==> src/swl_pkg.sv <==
// constants, commands and states for the single-wire slave link
package swl_pkg;

    // ==========================================================
    // clock and timing
    localparam int CLK_KHZ       = 10000;
    localparam int CYC_PER_US    = CLK_KHZ / 1000;
    localparam int PRES_WAIT_US  = 30;   // presence_wait_time, mid of range
    localparam int PRES_LOW_US   = 120;  // presence_low_time, mid of range
    localparam int SAMPLE_US     = 30;   // write slot sampling point
    localparam int READ_VALID_US = 15;   // read_valid_window
    localparam int RST_DET_US    = 240;  // beyond the longest write 0 slot

    localparam logic [15:0] PRES_WAIT_CYC  = 16'(PRES_WAIT_US * CYC_PER_US);
    localparam logic [15:0] PRES_LOW_CYC   = 16'(PRES_LOW_US * CYC_PER_US);
    localparam logic [15:0] SAMPLE_CYC     = 16'(SAMPLE_US * CYC_PER_US);
    localparam logic [15:0] READ_VALID_CYC = 16'(READ_VALID_US * CYC_PER_US);
    localparam logic [15:0] RST_DET_CYC    = 16'(RST_DET_US * CYC_PER_US);

    // ==========================================================
    // commands and counts
    localparam logic [7:0] CMD_READ_ID = 8'h33;
    localparam logic [7:0] CMD_MATCH   = 8'h55;
    localparam logic [7:0] CMD_SEARCH  = 8'hF0;
    localparam logic [7:0] CMD_SKIP    = 8'hCC;
    localparam logic [7:0] CRC_POLY_LSB = 8'h8C;  // reflected x^8+x^5+x^4+1
    localparam logic [5:0] CMD_LAST_BIT = 6'h07;
    localparam logic [5:0] ID_LAST_BIT  = 6'h3F;
    localparam logic [1:0] PH_TRUE      = 2'h0;
    localparam logic [1:0] PH_COMP      = 2'h1;
    localparam logic [1:0] PH_WRITE     = 2'h2;

    // ==========================================================
    // link states
    typedef enum logic [2:0] {
        SWL_IDLE   = 3'b000,
        SWL_PWAIT  = 3'b001,
        SWL_PLOW   = 3'b010,
        SWL_CMD    = 3'b011,
        SWL_RDID   = 3'b100,
        SWL_MATCH  = 3'b101,
        SWL_SEARCH = 3'b110,
        SWL_SEL    = 3'b111
    } swl_state_t;

endpackage

==> src/swl_slave_link.sv <==
// single-wire slave link: reset/presence, bit slots, identity commands
`timescale 1ns/10ps
module swl_slave_link #(
    parameter logic [7:0]  FAMILY = 8'h5A,            // arbitrary value
    parameter logic [47:0] SERIAL = 48'h0000_1234_5678 // arbitrary value
) (
    input  wire logic       clk_sys,
    input  wire logic       rst,
    input  wire logic       line_in,
    output logic            line_out,
    output logic            line_oe,
    output logic            selected,
    output logic [7:0]      rom_cmd,
    output logic            bus_reset
);

    // ==========================================================
    // identity with check byte, serial shifted lsb first
    function automatic logic [7:0] swl_crc8(input logic [55:0] d);
        logic [7:0] c;
        logic       fb;
        c = 8'h00;
        for (int i = 0; i < 56; i++) begin
            fb = c[0] ^ d[i];
            c = {1'b0, c[7:1]} ^ (fb ? swl_pkg::CRC_POLY_LSB : 8'h00);
        end
        return c;
    endfunction

    localparam logic [63:0] ID = {swl_crc8({SERIAL, FAMILY}), SERIAL,
                                  FAMILY};

    swl_pkg::swl_state_t state;
    logic        line_q;
    logic [15:0] low_cnt;
    logic [15:0] tmr;
    logic [15:0] slot_cnt;
    logic        slot_act;
    logic [5:0]  bit_cnt;
    logic [1:0]  phase;
    logic [7:0]  cmd_sr;
    logic [7:0]  next_cmd;
    logic        id_bit;
    logic        rd_slot;
    logic        rd_bit;
    logic        fall;
    logic        in_slots;
    logic        slot_start;
    logic        sample_now;
    logic        rd_end;
    logic        rst_arm;
    logic        reset_rise;
    logic        pres_next;
    logic        rd_next;

    // ==========================================================
    // line edges and bus reset detection
    always_ff @(posedge clk_sys) begin
        if (rst) begin
            line_q <= 1'b1;
        end else begin
            line_q <= line_in;
        end
    end

    // saturating low-time counter, independent of state
    always_ff @(posedge clk_sys) begin
        if (rst || line_in) begin
            low_cnt <= 16'h0000;
        end else if (low_cnt != swl_pkg::RST_DET_CYC) begin
            low_cnt <= low_cnt + 16'h0001;
        end
    end

    assign rst_arm    = (low_cnt == swl_pkg::RST_DET_CYC);
    assign reset_rise = rst_arm && line_in && !line_q;
    // own drive is excluded, so only master falls open a slot
    assign fall       = line_q && !line_in && !line_oe;
    assign in_slots   = (state == swl_pkg::SWL_CMD) ||
                        (state == swl_pkg::SWL_RDID) ||
                        (state == swl_pkg::SWL_MATCH) ||
                        (state == swl_pkg::SWL_SEARCH);
    assign slot_start = fall && in_slots;

    // ==========================================================
    // slot kind and bit to send
    assign id_bit  = ID[bit_cnt];
    assign rd_slot = (state == swl_pkg::SWL_RDID) ||
                     (state == swl_pkg::SWL_SEARCH &&
                      phase != swl_pkg::PH_WRITE);
    assign rd_bit  = (state == swl_pkg::SWL_SEARCH &&
                      phase == swl_pkg::PH_COMP) ? !id_bit : id_bit;
    assign next_cmd = {line_in, cmd_sr[7:1]};

    // internal delay timer, restarted by each master fall in the command, read-id, match or search state
    always_ff @(posedge clk_sys) begin
        if (rst || reset_rise) begin
            slot_act <= 1'b0;
            slot_cnt <= 16'h0000;
        end else if (slot_start) begin
            slot_act <= 1'b1;
            slot_cnt <= 16'h0001;
        end else if (sample_now || rd_end) begin
            slot_act <= 1'b0;
        end else if (slot_act) begin
            slot_cnt <= slot_cnt + 16'h0001;
        end
    end

    // sample well after write-1 low ends and before write-0 low ends
    assign sample_now = slot_act && !rd_slot &&
                        slot_cnt == swl_pkg::SAMPLE_CYC;
    assign rd_end     = slot_act && rd_slot &&
                        slot_cnt == swl_pkg::READ_VALID_CYC;

    // ==========================================================
    // protocol state machine
    always_ff @(posedge clk_sys) begin
        if (rst) begin
            state   <= swl_pkg::SWL_IDLE;
            tmr     <= 16'h0000;
            bit_cnt <= 6'h00;
            phase   <= swl_pkg::PH_TRUE;
            cmd_sr  <= 8'h00;
        end else if (reset_rise) begin
            state   <= swl_pkg::SWL_PWAIT;
            tmr     <= 16'h0000;
            bit_cnt <= 6'h00;
            phase   <= swl_pkg::PH_TRUE;
        end else begin
            case (state)
                swl_pkg::SWL_PWAIT: begin
                    tmr <= tmr + 16'h0001;
                    if (tmr == swl_pkg::PRES_WAIT_CYC - 16'h0001) begin
                        state <= swl_pkg::SWL_PLOW;
                        tmr   <= 16'h0000;
                    end
                end
                swl_pkg::SWL_PLOW: begin
                    tmr <= tmr + 16'h0001;
                    if (tmr == swl_pkg::PRES_LOW_CYC - 16'h0001) begin
                        state <= swl_pkg::SWL_CMD;
                    end
                end
                swl_pkg::SWL_CMD: begin
                    if (sample_now) begin
                        cmd_sr  <= next_cmd;
                        bit_cnt <= bit_cnt + 6'h01;
                        if (bit_cnt == swl_pkg::CMD_LAST_BIT) begin
                            bit_cnt <= 6'h00;
                            // unknown codes fall silent until reset
                            if (next_cmd == swl_pkg::CMD_READ_ID) begin
                                state <= swl_pkg::SWL_RDID;
                            end else if (next_cmd == swl_pkg::CMD_MATCH) begin
                                state <= swl_pkg::SWL_MATCH;
                            end else if (next_cmd == swl_pkg::CMD_SEARCH) begin
                                state <= swl_pkg::SWL_SEARCH;
                            end else if (next_cmd == swl_pkg::CMD_SKIP) begin
                                state <= swl_pkg::SWL_SEL;
                            end else begin
                                state <= swl_pkg::SWL_IDLE;
                            end
                        end
                    end
                end
                swl_pkg::SWL_RDID: begin
                    if (rd_end) begin
                        bit_cnt <= bit_cnt + 6'h01;
                        if (bit_cnt == swl_pkg::ID_LAST_BIT) begin
                            state <= swl_pkg::SWL_SEL;
                        end
                    end
                end
                swl_pkg::SWL_MATCH: begin
                    if (sample_now) begin
                        bit_cnt <= bit_cnt + 6'h01;
                        if (line_in != id_bit) begin
                            state <= swl_pkg::SWL_IDLE;
                        end else if (bit_cnt == swl_pkg::ID_LAST_BIT) begin
                            state <= swl_pkg::SWL_SEL;
                        end
                    end
                end
                swl_pkg::SWL_SEARCH: begin
                    if (rd_end) begin
                        phase <= phase + 2'h1;
                    end else if (sample_now) begin
                        phase   <= swl_pkg::PH_TRUE;
                        bit_cnt <= bit_cnt + 6'h01;
                        if (line_in != id_bit) begin
                            state <= swl_pkg::SWL_IDLE;
                        end else if (bit_cnt == swl_pkg::ID_LAST_BIT) begin
                            state <= swl_pkg::SWL_SEL;
                        end
                    end
                end
                default: begin
                    // idle and selected only leave on a bus reset
                    state <= state;
                end
            endcase
        end
    end

    // ==========================================================
    // open-drain driver: presence, or a 0 in a read slot
    assign pres_next = (state == swl_pkg::SWL_PWAIT &&
                        tmr == swl_pkg::PRES_WAIT_CYC - 16'h0001) ||
                       (state == swl_pkg::SWL_PLOW &&
                        tmr != swl_pkg::PRES_LOW_CYC - 16'h0001);
    assign rd_next   = (slot_start && rd_slot && !rd_bit) ||
                       (line_oe && slot_act && rd_slot &&
                        slot_cnt < swl_pkg::READ_VALID_CYC - 16'h0001);

    always_ff @(posedge clk_sys) begin
        if (rst || reset_rise) begin
            line_oe <= 1'b0;
        end else begin
            line_oe <= pres_next || rd_next;
        end
    end

    // user-side status, all registered
    always_ff @(posedge clk_sys) begin
        if (rst) begin
            line_out  <= 1'b0;
            selected  <= 1'b0;
            rom_cmd   <= 8'h00;
            bus_reset <= 1'b0;
        end else begin
            line_out  <= 1'b0;
            selected  <= (state == swl_pkg::SWL_SEL) && !reset_rise;
            bus_reset <= reset_rise;
            if (state == swl_pkg::SWL_CMD && sample_now &&
                bit_cnt == swl_pkg::CMD_LAST_BIT) begin
                rom_cmd <= next_cmd;
            end
        end
    end

    // ==========================================================
    // checks
    property p_reset_to_wait;
        @(posedge clk_sys) disable iff (rst)
        reset_rise |=> state == swl_pkg::SWL_PWAIT && !line_oe;
    endproperty
    a_reset_to_wait: assert property (p_reset_to_wait)
        else $error("bus reset did not start presence wait");

    property p_wait_quiet;
        @(posedge clk_sys) disable iff (rst)
        $rose(state == swl_pkg::SWL_PWAIT) |-> !line_oe [*8];
    endproperty
    a_wait_quiet: assert property (p_wait_quiet)
        else $error("line driven during presence wait");

    property p_pres_end;
        @(posedge clk_sys) disable iff (rst)
        (state == swl_pkg::SWL_PLOW &&
         tmr == swl_pkg::PRES_LOW_CYC - 16'h0001 && !reset_rise)
        |=> state == swl_pkg::SWL_CMD && !line_oe;
    endproperty
    a_pres_end: assert property (p_pres_end)
        else $error("presence pulse did not end on time");

    property p_drive_owner;
        @(posedge clk_sys) disable iff (rst)
        line_oe |-> state == swl_pkg::SWL_PLOW || slot_act;
    endproperty
    a_drive_owner: assert property (p_drive_owner)
        else $error("line driven outside presence or slot");

    property p_read_window;
        @(posedge clk_sys) disable iff (rst)
        (line_oe && state != swl_pkg::SWL_PLOW)
        |-> slot_cnt < swl_pkg::READ_VALID_CYC;
    endproperty
    a_read_window: assert property (p_read_window)
        else $error("read zero held past valid window");

    property p_read_zero;
        @(posedge clk_sys) disable iff (rst)
        (slot_start && rd_slot && !rd_bit) |=> line_oe [*8];
    endproperty
    a_read_zero: assert property (p_read_zero)
        else $error("read zero not driven");

    property p_match_fail;
        @(posedge clk_sys) disable iff (rst)
        (state == swl_pkg::SWL_MATCH && sample_now && line_in != id_bit &&
         !reset_rise) |=> state == swl_pkg::SWL_IDLE;
    endproperty
    a_match_fail: assert property (p_match_fail)
        else $error("mismatching identity not dropped");

    property p_search_fail;
        @(posedge clk_sys) disable iff (rst)
        (state == swl_pkg::SWL_SEARCH && sample_now && line_in != id_bit &&
         !reset_rise) |=> state == swl_pkg::SWL_IDLE;
    endproperty
    a_search_fail: assert property (p_search_fail)
        else $error("search loser kept taking part");

    property p_skip;
        @(posedge clk_sys) disable iff (rst)
        (state == swl_pkg::SWL_CMD && sample_now && !reset_rise &&
         bit_cnt == swl_pkg::CMD_LAST_BIT && next_cmd == swl_pkg::CMD_SKIP)
        |=> state == swl_pkg::SWL_SEL ##1 selected;
    endproperty
    a_skip: assert property (p_skip)
        else $error("skip did not select");

    property p_lsb_first;
        @(posedge clk_sys) disable iff (rst)
        (state == swl_pkg::SWL_CMD && sample_now && !reset_rise)
        |=> cmd_sr[7] == $past(line_in);
    endproperty
    a_lsb_first: assert property (p_lsb_first)
        else $error("command bit not shifted in lsb first");

    c_presence: cover property (@(posedge clk_sys) disable iff (rst)
        $rose(state == swl_pkg::SWL_PLOW));
    c_read_id: cover property (@(posedge clk_sys) disable iff (rst)
        state == swl_pkg::SWL_RDID ##1 state == swl_pkg::SWL_SEL);
    c_match: cover property (@(posedge clk_sys) disable iff (rst)
        state == swl_pkg::SWL_MATCH ##1 state == swl_pkg::SWL_SEL);
    c_search: cover property (@(posedge clk_sys) disable iff (rst)
        state == swl_pkg::SWL_SEARCH ##1 state == swl_pkg::SWL_SEL);

endmodule

==> config.mk <==
export PLATFORM = sky130hd
export DESIGN_NAME = swl_slave_link
export DESIGN_NICKNAME = d
export VERILOG_FILES = /design/src/swl_pkg.sv /design/src/swl_slave_link.sv
export SDC_FILE = /design/constraint.sdc
export NUM_CORES = 1
export LEC_CHECK = 0
export BUFFER_PORTS_ARGS = -buffer_cell sky130_fd_sc_hd__buf_4
export CORE_MARGIN = 3
export CORE_UTILIZATION = 44
export CTS_BUF_LIST = sky130_fd_sc_hd__clkbuf_4 sky130_fd_sc_hd__clkbuf_8
export DETAILED_ROUTE_END_ITERATION = 10
export PLACE_DENSITY_LB_ADDON = 0.1
export SYNTH_ARGS = -nofsm -noshare
export SYNTH_HDL_FRONTEND = slang
export SYNTH_SLANG_ARGS = --single-unit
==> constraint.sdc <==
create_clock -name clk_sys -period 6.9 [get_ports clk_sys]
set_input_delay 1.38 -clock clk_sys [delete_from_list [all_inputs] [get_ports clk_sys]]
set_output_delay 1.38 -clock clk_sys [all_outputs]
set_load 0.02 [all_outputs]
# Word level (Yosys, flattened, before mapping)
# Memory sizes are Yosys's and may differ from the RTL's. A register that Yosys moved wholly into a read port is not among the register bits.
# Index checks and enable logic that the tools add are counted.
[word_totals]
ff_bits = 80
rom_bits = 64
inputBits = 3
output_inout_bits = 12
elab_cells = 149
n_memories = 1
[op_classes]
add_sub_neg = 5
n_lt_le_gt_ge = 2
eq_ne = 36
muxes = 34
bitwise = 2
reduce_logical = 54
[memory_table]
columns = ["name", "words", "word_bits", "read_ports", "rd_clocked_by_memory_dff", "write_ports", "line", "text"]
rows = [
  ["(no name shown)", 64, 1, 1, 1, 0, "swl_slave_link.sv:87", "assign id_bit = ID[bit_cnt];"],
]
[ops]
columns = ["operator", "n"]
rows = [
  ["16-bit by 1-bit adder with 16-bit output, second input constant", 3],
  ["6-bit 2-to-1 mux", 7],
  ["3-bit 2-to-1 mux", 13],
  ["16-bit by 9-bit equality test with 1-bit output, second input constant", 2],
  ["16-bit case mux with 2 select lines", 1],
  ["6-bit case mux with 4 select lines", 1],
  ["1-bit logical AND", 21],
  ["3-bit case mux with 6 select lines", 1],
  ["16-bit by 11-bit equality test with 1-bit output, second input constant", 1],
  ["16-bit by 12-bit equality test with 1-bit output, second input constant", 1],
  ["16-bit by 8-bit equality test with 1-bit output, second input constant", 1],
  ["8-bit equality test, second input constant", 2],
  ["16-bit by 8-bit < comparator with 1-bit output, second input constant", 1],
  ["16-bit 2-to-1 mux", 1],
  ["16-bit by 11-bit inequality test with 1-bit output, second input constant", 1],
  ["16-bit by 12-bit inequality test with 1-bit output, second input constant", 1],
  ["7-bit AND reduction", 2],
  ["3-bit equality test, second input constant", 4],
  ["2-bit inequality test, second input constant", 6],
  ["3-bit inequality test, second input constant", 4],
  ["1-bit logical OR", 10],
  ["8-bit by 6-bit equality test with 1-bit output, second input constant", 1],
  ["8-bit by 7-bit equality test with 1-bit output, second input constant", 1],
  ["1-bit 2-to-1 mux", 8],
  ["22 further kinds", 39],
]

# Longest topological paths before layout
# Gate-level depths: netlist of the first run.
[logic_depth]
ltp_word = 11
ltp_mapped = 15
depth_no_buf = 15

# Least setup slack after synthesis of the first run
# No wires, ideal clock.
[synth_path]
kind = "input-to-reg"
start = "input line_in"
end = "register, netlist name id_bit"
setup_time_ps = 135
arrival_ps = 3293
required_time_ps = 6765
slack_ps = 3472
cell_stages = 13
path_buffers = 2
path_cell_list = "clkbuf_1 nand2b_1 o21bai_1 buf_2 a21oi_1 inv_1 ha_1 a21oi_1 a22oi_1 mux2i_1 nor4_1 a311oi_1 a311oi_1"
[synth_rtl]
columns = ["item", "line", "text"]
rows = [
  ["start: declaration", "swl_slave_link.sv:9", "input wire logic line_in,"],
]

==> reports/metrics.cfg, run 1 <==
[yosys]
synth.largest_area_cell=dfxtp_1
yosysWarningCount=0
ys_top_cells_by_area=dfxtp_1, nor2_1, a21oi_1
synth_edf_count=0
ys_types=58
syn_inst=541
synth.net_count=559
syn_area_per_cell_um2=8.099
netlist.area_leader.share_pct=36.55
synthArstFlopShare_pct=0
syn_area_um2=4382
ys_ff_latch=80
ys.flop_type=dfxtp_1
synth-seq-area-share_pct=36.55

[timing]
hold_violations=0
hold_slack_ns=0.4995
post-route-min-period_ns=3.469
maxSlewHeadroom_pct=37.82
setup_violations=0
fmax_ghz=0.2882
drv_slew=0
fin_ws_ns=3.431
fin_skew_ns=0.01300
period_share_pct=50.28
rsz0062_at_grt=false
worst_slew_pin_slew_ns=0.9327
setup_tns_ns=0

[clocking]
cts_buffer_depth=2
post_cts_buffers=0
cts_hold_buf=0
cts_tree=yes
clk_pin_slew_ns=0.09
cts_resized=0
cts.sinks=80
htreeDepth=3
cts.root.buffer_cell=clkbuf_8
clk_latency_ns=0.35
cts-buffers-inserted=9

[placed_design]
port_buffers=13
place_ws_ns=3.091
hpwl_um=6758
place.gp.congestion=0.8608

[power]
swShare_pct=25.04
power.share.clock_pct=40.2
seqPwrFrac_pct=53.7
p_comb_share_pct=6.1
power_leakage_uw=0.001712
power_uw=878.9
p_sw_uw=220.1
powerDensity_nw_per_um2=184.1
p_int_uw=658.8
ir_drop_v=0.0001221

[global_route]
gr-total-overflow=0
grt_pass1_wl_um=16060
grt_pass1_vias=3403
antenna_found_initial=0
track_usage_pct=17.13
grt_start_max_net_pins=32

[layout]
finalNetCount=564
area_growth_pct=8.966
num_antenna_cells=0
post-route-util_pct=50.48
drive_above_1_share_pct=7.623

[worst_hold_path]
hold_class=register to register

[drt]
via_per_inst=5.506
drt_iter0_drc=213
wl_per_cell_um=13.87
firstDrtPassIters=7
wl_um=9434
vias=3744
post-route-drc-count=0
antenna_left=0

[status]
outcome=finished clean

[floorplanning]
rows=35
die_y_um=105.8
ios=15
die_x_um=105.8
die-area_um2=11190
core-area_um2=9459
initial_utilization_pct=46.32

[critical_path]
worstSetupPathType=register to register
cp_max_fo=14
cp-end-kind=register
cp.required_ns=7.13
cp-start-kind=register
arrival_ns=3.70

[run]
drv_cap=0

path summary, 6_finish.rpt:
kind               start           to  slack (ns)  cells past startpoint
max reg2reg     state[2]       id_bit        3.43                     13
max             state[2]       id_bit        3.43                     13
min reg2reg  slot_cnt[9]  slot_cnt[9]        0.50                      2
min          slot_cnt[9]  slot_cnt[9]        0.50                      2
kinds of logic after synthesis:
logic type,after synthesis,share of synthesized area (%)
simple gates,247,29.67
compound gates,108,15.42
flops,80,36.55
buf+inv,44,3.969
xor+xnor,25,4.997
mux,21,5.025
fa+ha+maj,15,4.283
other cells,1,0.08558
worst max-delay path, cell delays in order, from the launching register on:
cell,delay (ns)
dfxtp_1,0.59
nand2b_1,0.21
nor3b_1,0.49
and3_2,0.34
o21ai_1,0.10
a21oi_1,0.45
inv_1,0.17
ha_1,0.25
a21oi_1,0.14
a22oi_1,0.10
mux2i_1,0.15
nor4_1,0.06
a311oi_1,0.25
a311oi_1,0.06
flip-flops by register name, indices dropped and copies added, names as in the netlist, 2 cells and up:
| name | count |
|---|---|
| bit_cnt | 6 |
| cmd_sr | 7 |
| low_cnt | 16 |
| phase | 2 |
| rom_cmd | 8 |
| slot_cnt | 16 |
| state | 3 |
| tmr | 16 |
layout by cell type, fill, tap and decap left out, types with 3 or more instances in the layout:
| cell type | n |
|---|---|
| nand4_1 | 9 |
| clkinv_4 | 3 |
| inv_1 | 23 |
| or3_1 | 9 |
| nor4_1 | 8 |
| a31oi_1 | 4 |
| o21a_1 | 3 |
| mux2i_1 | 18 |
| nand2_1 | 30 |
| nand3_1 | 23 |
| o211ai_1 | 5 |
| nor4bb_1 | 8 |
| nor3b_1 | 11 |
| clkbuf_8 | 10 |
| dfxtp_1 | 80 |
| a22oi_1 | 3 |
| nor4b_1 | 4 |
| and2_1 | 3 |
| ha_1 | 15 |
| nand2b_1 | 6 |
| a311oi_1 | 5 |
| buf_4 | 14 |
| xnor2_1 | 10 |
| nor3_1 | 14 |
| or2_2 | 4 |
| and3_1 | 21 |
| a21oi_1 | 38 |
| nor2_1 | 86 |
| o21ai_0 | 26 |
| nor2b_1 | 4 |
| a211o_1 | 3 |
| xor2_1 | 15 |
synth_stat cells (all sizes together) (15+ instances only):
master	count
nor2	86
dfxtp	80
a21oi	38
nand2	30
o21ai	27
inv	24
nand3	23
and3	22
mux2i	19
clkbuf	16
ha	15
xor2	15
area by class of cell:
class,count,area (um^2)
flip-flops and latches,80,1602
repair buffers,14,105.1
well taps,129,161.4
fillers,942,4684
clock buffers,10,137.6
multi-input cells,417,2610
clock inverters,6,68.82
inverters,24,90.09
power by group through the flow:
stage | Clock (uW) | Combinational [uW] | Sequential [uW]
floorplan | 0 | 45.2 | 479
global placement | 0 | 53.3 | 482
detailed placement | 0 | 54.0 | 482
CTS | 369 | 54.1 | 472
global route | 384 | 61.7 | 472
finish | 353 | 53.9 | 472
layer usage:
metal / vias to the layer above / share of wire, % / GRT usage [%]
met5: - / 0 / 0
met4: 0 / 1.2 / 5.920
met3: 10 / 3.1 / 2.572
met2: 59 / 46 / 27.46
met1: 1734 / 50 / 23.47
li1: 1941 / - / -
through the flow:
stage	cell area, um^2	instances
floorplan	4382	541
global placement	4568	664
detailed placement	4568	664
CTS	4775	680
global route	4775	680
finish	4775	680
Note: power is estimated with default switching activity, not from simulation.
==> run 2, diff against run 1 <==
==> constraint.sdc (replaced) <==
create_clock -name clk_sys -period 3.05 [get_ports clk_sys]
set_input_delay 0.61 -clock clk_sys [delete_from_list [all_inputs] [get_ports clk_sys]]
set_output_delay 0.61 -clock clk_sys [all_outputs]
set_load 0.02 [all_outputs]
==> run 2 against run 1 <==
Against the previous run: sequential power grew 120%; global-route usage increased by 1.3 points; final cell count rose by 4.6%; clock power rose by 130%; first-iteration DRC count is 9.4% higher; combinational power rose to 2.5 times the previous value; core utilization increased by 4.1 points.
==> reports/metrics.cfg, run 2 (synthesis results as in run 1) <==
[drt]
via_per_inst=5.546  ; +0.72%
vias=3943  ; +5.3%
drt_iter0_drc=233  ; +9.4%
antenna_left=0  ; unchanged
post-route-drc-count=0  ; unchanged
wl_per_cell_um=14.21  ; +2.4%
firstDrtPassIters=5  ; -2
wl_um=10100  ; +7.1%

[critical_path]
cp_num_buf_inv=1  ; unchanged
cp-end-kind=register
arrival_ns=3.25  ; -0.45 ns
worstSetupPathType=register to register
max_stage_delay_ns=0.33  ; -0.26 ns
critical-path-top-delay-family=simple AND/OR/NAND/NOR gates
cp-start-kind=register
worst_path_max_delay_cell=dfxtp_2
path_cells=inv_2 -> ha_4 -> nor4b_4 -> nor4b_4 -> and3_4 -> nor2_4 -> o31a_1 -> nor2_4 -> ha_4 -> a21oi_2 -> a22oi_1 -> mux2i_1 -> nor4_2 -> a311oi_1 -> a311oi_1
cp.required_ns=3.32  ; -3.81 ns
crit_start=slot_cnt[0]
cp_max_fo=3  ; -11
crit-reg2reg-launch=slot_cnt[0]

[layout]
finalNetCount=595  ; +5.5%
final_cell_mix=nor2_1, dfxtp_1, buf_4
final_area_um2=5159  ; +8.0%
mostFrequentLayoutCell=nor2_1
largestRegisters=low_cnt x16, slot_cnt x16, tmr x16
num_antenna_cells=0  ; unchanged
area_growth_pct=17.73
drive_above_1_share_pct=16.49  ; +8.9 points

[clocking]
cts.root.buffer_cell=clkbuf_8
cts-buffers-inserted=9  ; unchanged
cts_hold_buf=0  ; unchanged
cts_buffer_depth=2  ; unchanged
cts.sinks=80  ; unchanged
htreeDepth=3  ; unchanged
clk_latency_ns=0.36  ; about the same
cts_tree=yes
clk_pin_slew_ns=0.09  ; about the same

[global_route]
gr-total-overflow=0  ; unchanged
antenna_found_initial=0  ; unchanged
track_usage_pct=18.46  ; +1.3 points
grt_start_max_net_pins=24  ; -25%
grt_pass1_vias=3668  ; +7.8%
grt_pass1_wl_um=17320  ; +7.8%

[floorplanning]
die_y_um=105.8  ; unchanged
die_x_um=105.8  ; unchanged
rows=35  ; unchanged
die-area_um2=11190  ; unchanged
ios=15  ; unchanged
core-area_um2=9459  ; unchanged
initial_utilization_pct=46.32  ; unchanged

[timing]
drv_slew=0  ; unchanged
period_share_pct=97.93  ; +48 points
rsz0062_at_grt=true
fin_skew_ns=0.01088  ; -0.002124 ns
hold_violations=0  ; unchanged
fin_ws_ns=0.06316  ; -3.367 ns
post-route-min-period_ns=2.987  ; -0.4825 ns
worst_slew_pin_slew_ns=0.6259  ; -0.3068 ns
maxSlewHeadroom_pct=58.27  ; +20 points
fmax_ghz=0.3348  ; +16%
setup_violations=0  ; unchanged

[placed_design]
place.gp.congestion=0.9403  ; +9.2%
post_dp_cell_area_um2=4741  ; +3.8%
hpwl_um=7071  ; +4.6%
place_ws_ns=-0.03165  ; -3.122 ns
port_buffers=13  ; unchanged

[worst_hold_path]
hold_class=register to register
hp-start=tmr[15]

[status]
outcome=finished clean

[power]
ir_drop_v=0.0003444  ; +180%
powerDensity_nw_per_um2=390.8  ; +110%
power_uw=2016  ; +130%
power_leakage_uw=0.001879  ; +9.7%

[run]
drv_cap=0  ; unchanged

==> run 2: per-layer routing <==
metal  track usage [%]  vias up  wire, um
met2             28.19       74      4471
met1             26.14     1850      5129
met5                 0        -         0
met3             3.246       12       373
met4             6.475        0       128
li1                  -     2007         -
==> run 2: path summary, 6_finish.rpt <==
kind,end,slack [ns],cells after the start
worst max register to register,id_bit,0.06,15
worst min-delay path,tmr[15],0.49,1
worst min register to register,tmr[15],0.49,1
worst max-delay path,id_bit,0.06,15
==> run 2: where the power goes <==
| part | switching (uW) | internal [uW] |
|---|---|---|
| combinational | 94.7 | 42.1 |
| clock | 429 | 387 |
| sequential | 11.8 | 1050 |
==> run 2: final cells by class <==
cell class	instances	area [um^2]
clock buffers	9	123.9
fillers	890	4300
well taps	129	161.4
multi-input cells	417	2755
flip-flops and latches	80	1605
clock inverters	7	78.83
repair buffers	45	341.6
inverters	24	92.59
==> run 2: what timing repair did <==
item | 4_1_cts | 5_1_grt
setup buffers | 2 | 6
endpoints found under the setup margin | 1 | 1
pin swaps | 0 | 11
resized for setup | 3 | 33
==> run 2: per-stage QoR <==
step                      setup TNS, ns  cells  util, %  hold WS (ns)
after CTS                             0    705    52.57        0.4945
after detailed placement       -0.03165    687    50.12        0.4718
after global routing            -0.1652    711    54.54        0.5231
after floorplan                       0    541        -        0.4517
after global placement                0    687    50.12        0.4759
final                                 0    711    54.54        0.4916
==> run 3, diff against run 2 <==
--- a/config.mk
+++ b/config.mk
@@ -5,10 +5,13 @@
 export SDC_FILE = /design/constraint.sdc
 export NUM_CORES = 1
 export LEC_CHECK = 0
+export ABC_AREA = 1
 export BUFFER_PORTS_ARGS = -buffer_cell sky130_fd_sc_hd__buf_4
 export CORE_MARGIN = 3
 export CORE_UTILIZATION = 44
 export CTS_BUF_LIST = sky130_fd_sc_hd__clkbuf_4 sky130_fd_sc_hd__clkbuf_8
+export CTS_CLUSTER_DIAMETER = 40
+export CTS_CLUSTER_SIZE = 25
 export DETAILED_ROUTE_END_ITERATION = 10
 export PLACE_DENSITY_LB_ADDON = 0.1
 export SYNTH_ARGS = -nofsm -noshare
==> run 3 against run 2 <==
Against the previous run: clock power increased by 3.3%; combinational power decreased by 18%; critical path depth increased by 7; global-route usage decreased by 0.067 points; sequential cell count unchanged; via count increased by 8.6%; sequential share of layout area increased by 0.68 points; synthesized cell count increased by 24%; sequential power about the same; critical path type unchanged; critical endpoint unchanged.
==> reports/metrics.cfg, run 3 <==
[status]
outcome=finished clean

[critical_path]
cp_max_fo=5  ; +2
arrival_ns=2.98  ; -0.27 ns
cp-end-kind=register
cp.required_ns=3.35  ; +0.03 ns
worst-r2r-setup-slack_ns=0.37  ; +0.31 ns
worstSetupPathType=register to register
cp-start-kind=register

[timing]
setup_tns_ns=0  ; unchanged
setup_violations=0  ; unchanged
drv_slew=0  ; unchanged
fmax_ghz=0.3735  ; +12%
rsz0062_at_grt=false
period_share_pct=87.77  ; -10 points
hold_slack_ns=0.4504  ; -0.04121 ns
fin_skew_ns=0.01174  ; +0.0008613 ns
fin_ws_ns=0.3730  ; +0.3098 ns
post-route-min-period_ns=2.677  ; -0.3098 ns
worst_slew_pin_slew_ns=0.7059  ; +0.08000 ns
maxSlewHeadroom_pct=52.76  ; -5.5 points
hold_violations=0  ; unchanged

[power]
p_sw_uw=460.6  ; -14%
p_int_uw=1554  ; +4.9%
power.share.clock_pct=41.8  ; +1.3 points
p_comb_share_pct=5.6  ; -1.2 points
powerDensity_nw_per_um2=400.0  ; +2.4%
power_leakage_uw=0.001983  ; +5.5%
ir_drop_v=0.0002329  ; -32%
swShare_pct=22.86  ; -3.7 points
seqPwrFrac_pct=52.6  ; -0.2 points

[yosys]
synth_common_cells=nand2_1, inv_1, nor2_1
yosysWarningCount=0  ; unchanged
ys_types=49  ; -16%
ys_ff_latch=80  ; unchanged
ys_top_cells_by_area=dfxtp_1, nand2_1, inv_1
syn_area_um2=4602  ; +5.0%
synth.largest_area_cell=dfxtp_1
syn_area_per_cell_um2=6.858  ; -15%
synth_most_common_cell=nand2_1
ys.flop_type=dfxtp_1
syn_inst=671  ; +24%
synth-seq-area-share_pct=34.80  ; -1.7 points
synthArstFlopShare_pct=0  ; unchanged
netlist.area_leader.share_pct=34.80  ; -1.7 points
synth.net_count=689  ; +23%
synth_edf_count=0  ; unchanged

[run]
drv_cap=0  ; unchanged

[clocking]
cts.sinks=80  ; unchanged
clk_latency_ns=0.36  ; about the same
cts_tree=yes
clk_pin_slew_ns=0.08  ; about the same
cts-buffers-inserted=9  ; unchanged
htreeDepth=3  ; unchanged
cts.root.buffer_cell=clkbuf_8
cts_buffer_depth=2  ; unchanged

[global_route]
antenna_found_initial=0  ; unchanged
track_usage_pct=18.40  ; -0.067 points
grt_start_max_net_pins=21  ; -13%
grt_pass1_vias=3953  ; +7.8%
grt_pass1_wl_um=17530  ; +1.2%
gr-total-overflow=0  ; unchanged

[layout]
final_cell_mix=nand2_1, inv_1, nor2_1
area_growth_pct=9.434
fill_cells=1045  ; +17%
multi_input_area_um2=2536  ; -7.9%
mostFrequentLayoutCell=nand2_1
drive_above_1_share_pct=11.47  ; -5.0 points
finalNetCount=704  ; +18%
final_area_um2=5036  ; -2.4%
num_antenna_cells=0  ; unchanged
register_area_um2=1602  ; -0.23%
largestRegisters=low_cnt x16, slot_cnt x16, tmr x16
finalNonFillerCells=822  ; +16%

[placed_design]
place_inst=808  ; +18%
place.gp.congestion=0.9290  ; -1.2%
hpwl_um=7674  ; +8.5%
place_ws_ns=0.3590  ; +0.3907 ns
post_dp_cell_area_um2=4822  ; +1.7%
port_buffers=13  ; unchanged

[floorplanning]
core-area_um2=9955  ; +5.2%
rows=36  ; +2.9%
initial_utilization_pct=46.23  ; -0.093 points
die_y_um=108.3  ; +2.3%
die-area_um2=11720  ; +4.7%
ios=15  ; unchanged
die_x_um=108.3  ; +2.3%

[drt]
vias=4284  ; +8.6%
wl_per_cell_um=12.36  ; -13%
post-route-drc-count=0  ; unchanged
drt_iter0_drc=195  ; -16%
antenna_left=0  ; unchanged
via_per_inst=5.212  ; -6.0%
wl_um=10160  ; +0.58%
firstDrtPassIters=4  ; -1

[worst_hold_path]
hold_class=primary input to register

-- run 3: kinds of logic (layout without fill, tap and decap cells) --
family / after synthesis / after routing / share of synthesized area [%]
AND/OR/NAND/NOR: 321 / 321 / 33.90
adder cells (fa/ha/maj): 15 / 15 / 4.078
flip-flops: 80 / 80 / 34.80
XOR/XNOR: 6 / 6 / 1.142
AO/OA/AOI/OAI: 130 / 130 / 15.77
buffers and inverters: 118 / 136 / 10.22
other: 1 / 1 / 0.08149
-- run 3: cell type report --
type	count	area share [%]
Sequential cell	80	31.80
Multi-Input combinational cell	473	50.36
Tap cell	133	3.304
Clock buffer	10	2.733
Timing Repair Buffer	17	2.534
Inverter	105	7.876
Clock inverter	4	1.391
-- run 3: what timing repair did --
item,CTS,global route
hold buffers,0,0
resized for setup,0,1
buffers inserted,0,0
setup endpoints to repair,0,1
-- run 3: critical path, cell delays in order, from the launching register on --
cell and delay [ns]:
dfxtp_1 0.33, inv_1 0.11, ha_1 0.21, nand2_1 0.06, inv_1 0.05, nand2_1 0.04
nor2_1 0.08, nand2_1 0.07, nor2_1 0.17, nor2_1 0.06, nor2_1 0.22, nand2_1 0.11
nand2_1 0.07, nand3_1 0.17, inv_1 0.18, ha_1 0.24, inv_1 0.05, nand4_1 0.08
nand2_1 0.08, nand2_1 0.05, nand2_1 0.05, nand3_1 0.07, nand2_1 0.06
-- run 3: through the flow --
step                      total power [uW]  util, %
after global routing                  2098    50.59
after floorplan                       1166        -
after detailed placement              1196    48.44
final                                 2015    50.59
after CTS                             2044    50.53
after global placement                1195    48.44
-- run 3: final timing paths --
path                    start   endpoint  depth (start not counted)
setup reg to reg  slot_cnt[0]     id_bit                         22
hold reg to reg       tmr[14]    tmr[14]                          2
hold / removal            rst  bus_reset                          2
setup / recovery  slot_cnt[0]     id_bit                         22
-- run 3: power by group through the flow --
| stage | sequential, uW | combinational, uW | clock [uW] |
|---|---|---|---|
| after floorplan | 1080 | 85.7 | 0 |
| after global placement | 1080 | 111 | 0 |
| after detailed placement | 1080 | 112 | 0 |
| after CTS | 1060 | 113 | 872 |
| after global routing | 1060 | 128 | 909 |
| final | 1060 | 112 | 843 |
-- run 3: per-layer routing --
| layer | vias up | track usage [%] | part of all wire [%] |
|---|---|---|---|
| li1 | 2244 | - | - |
| met1 | 1969 | 22.54 | 47 |
| met2 | 56 | 31.88 | 48 |
| met3 | 15 | 4.060 | 3.2 |
| met4 | 0 | 6.222 | 1.7 |
| met5 | - | 0 | 0 |
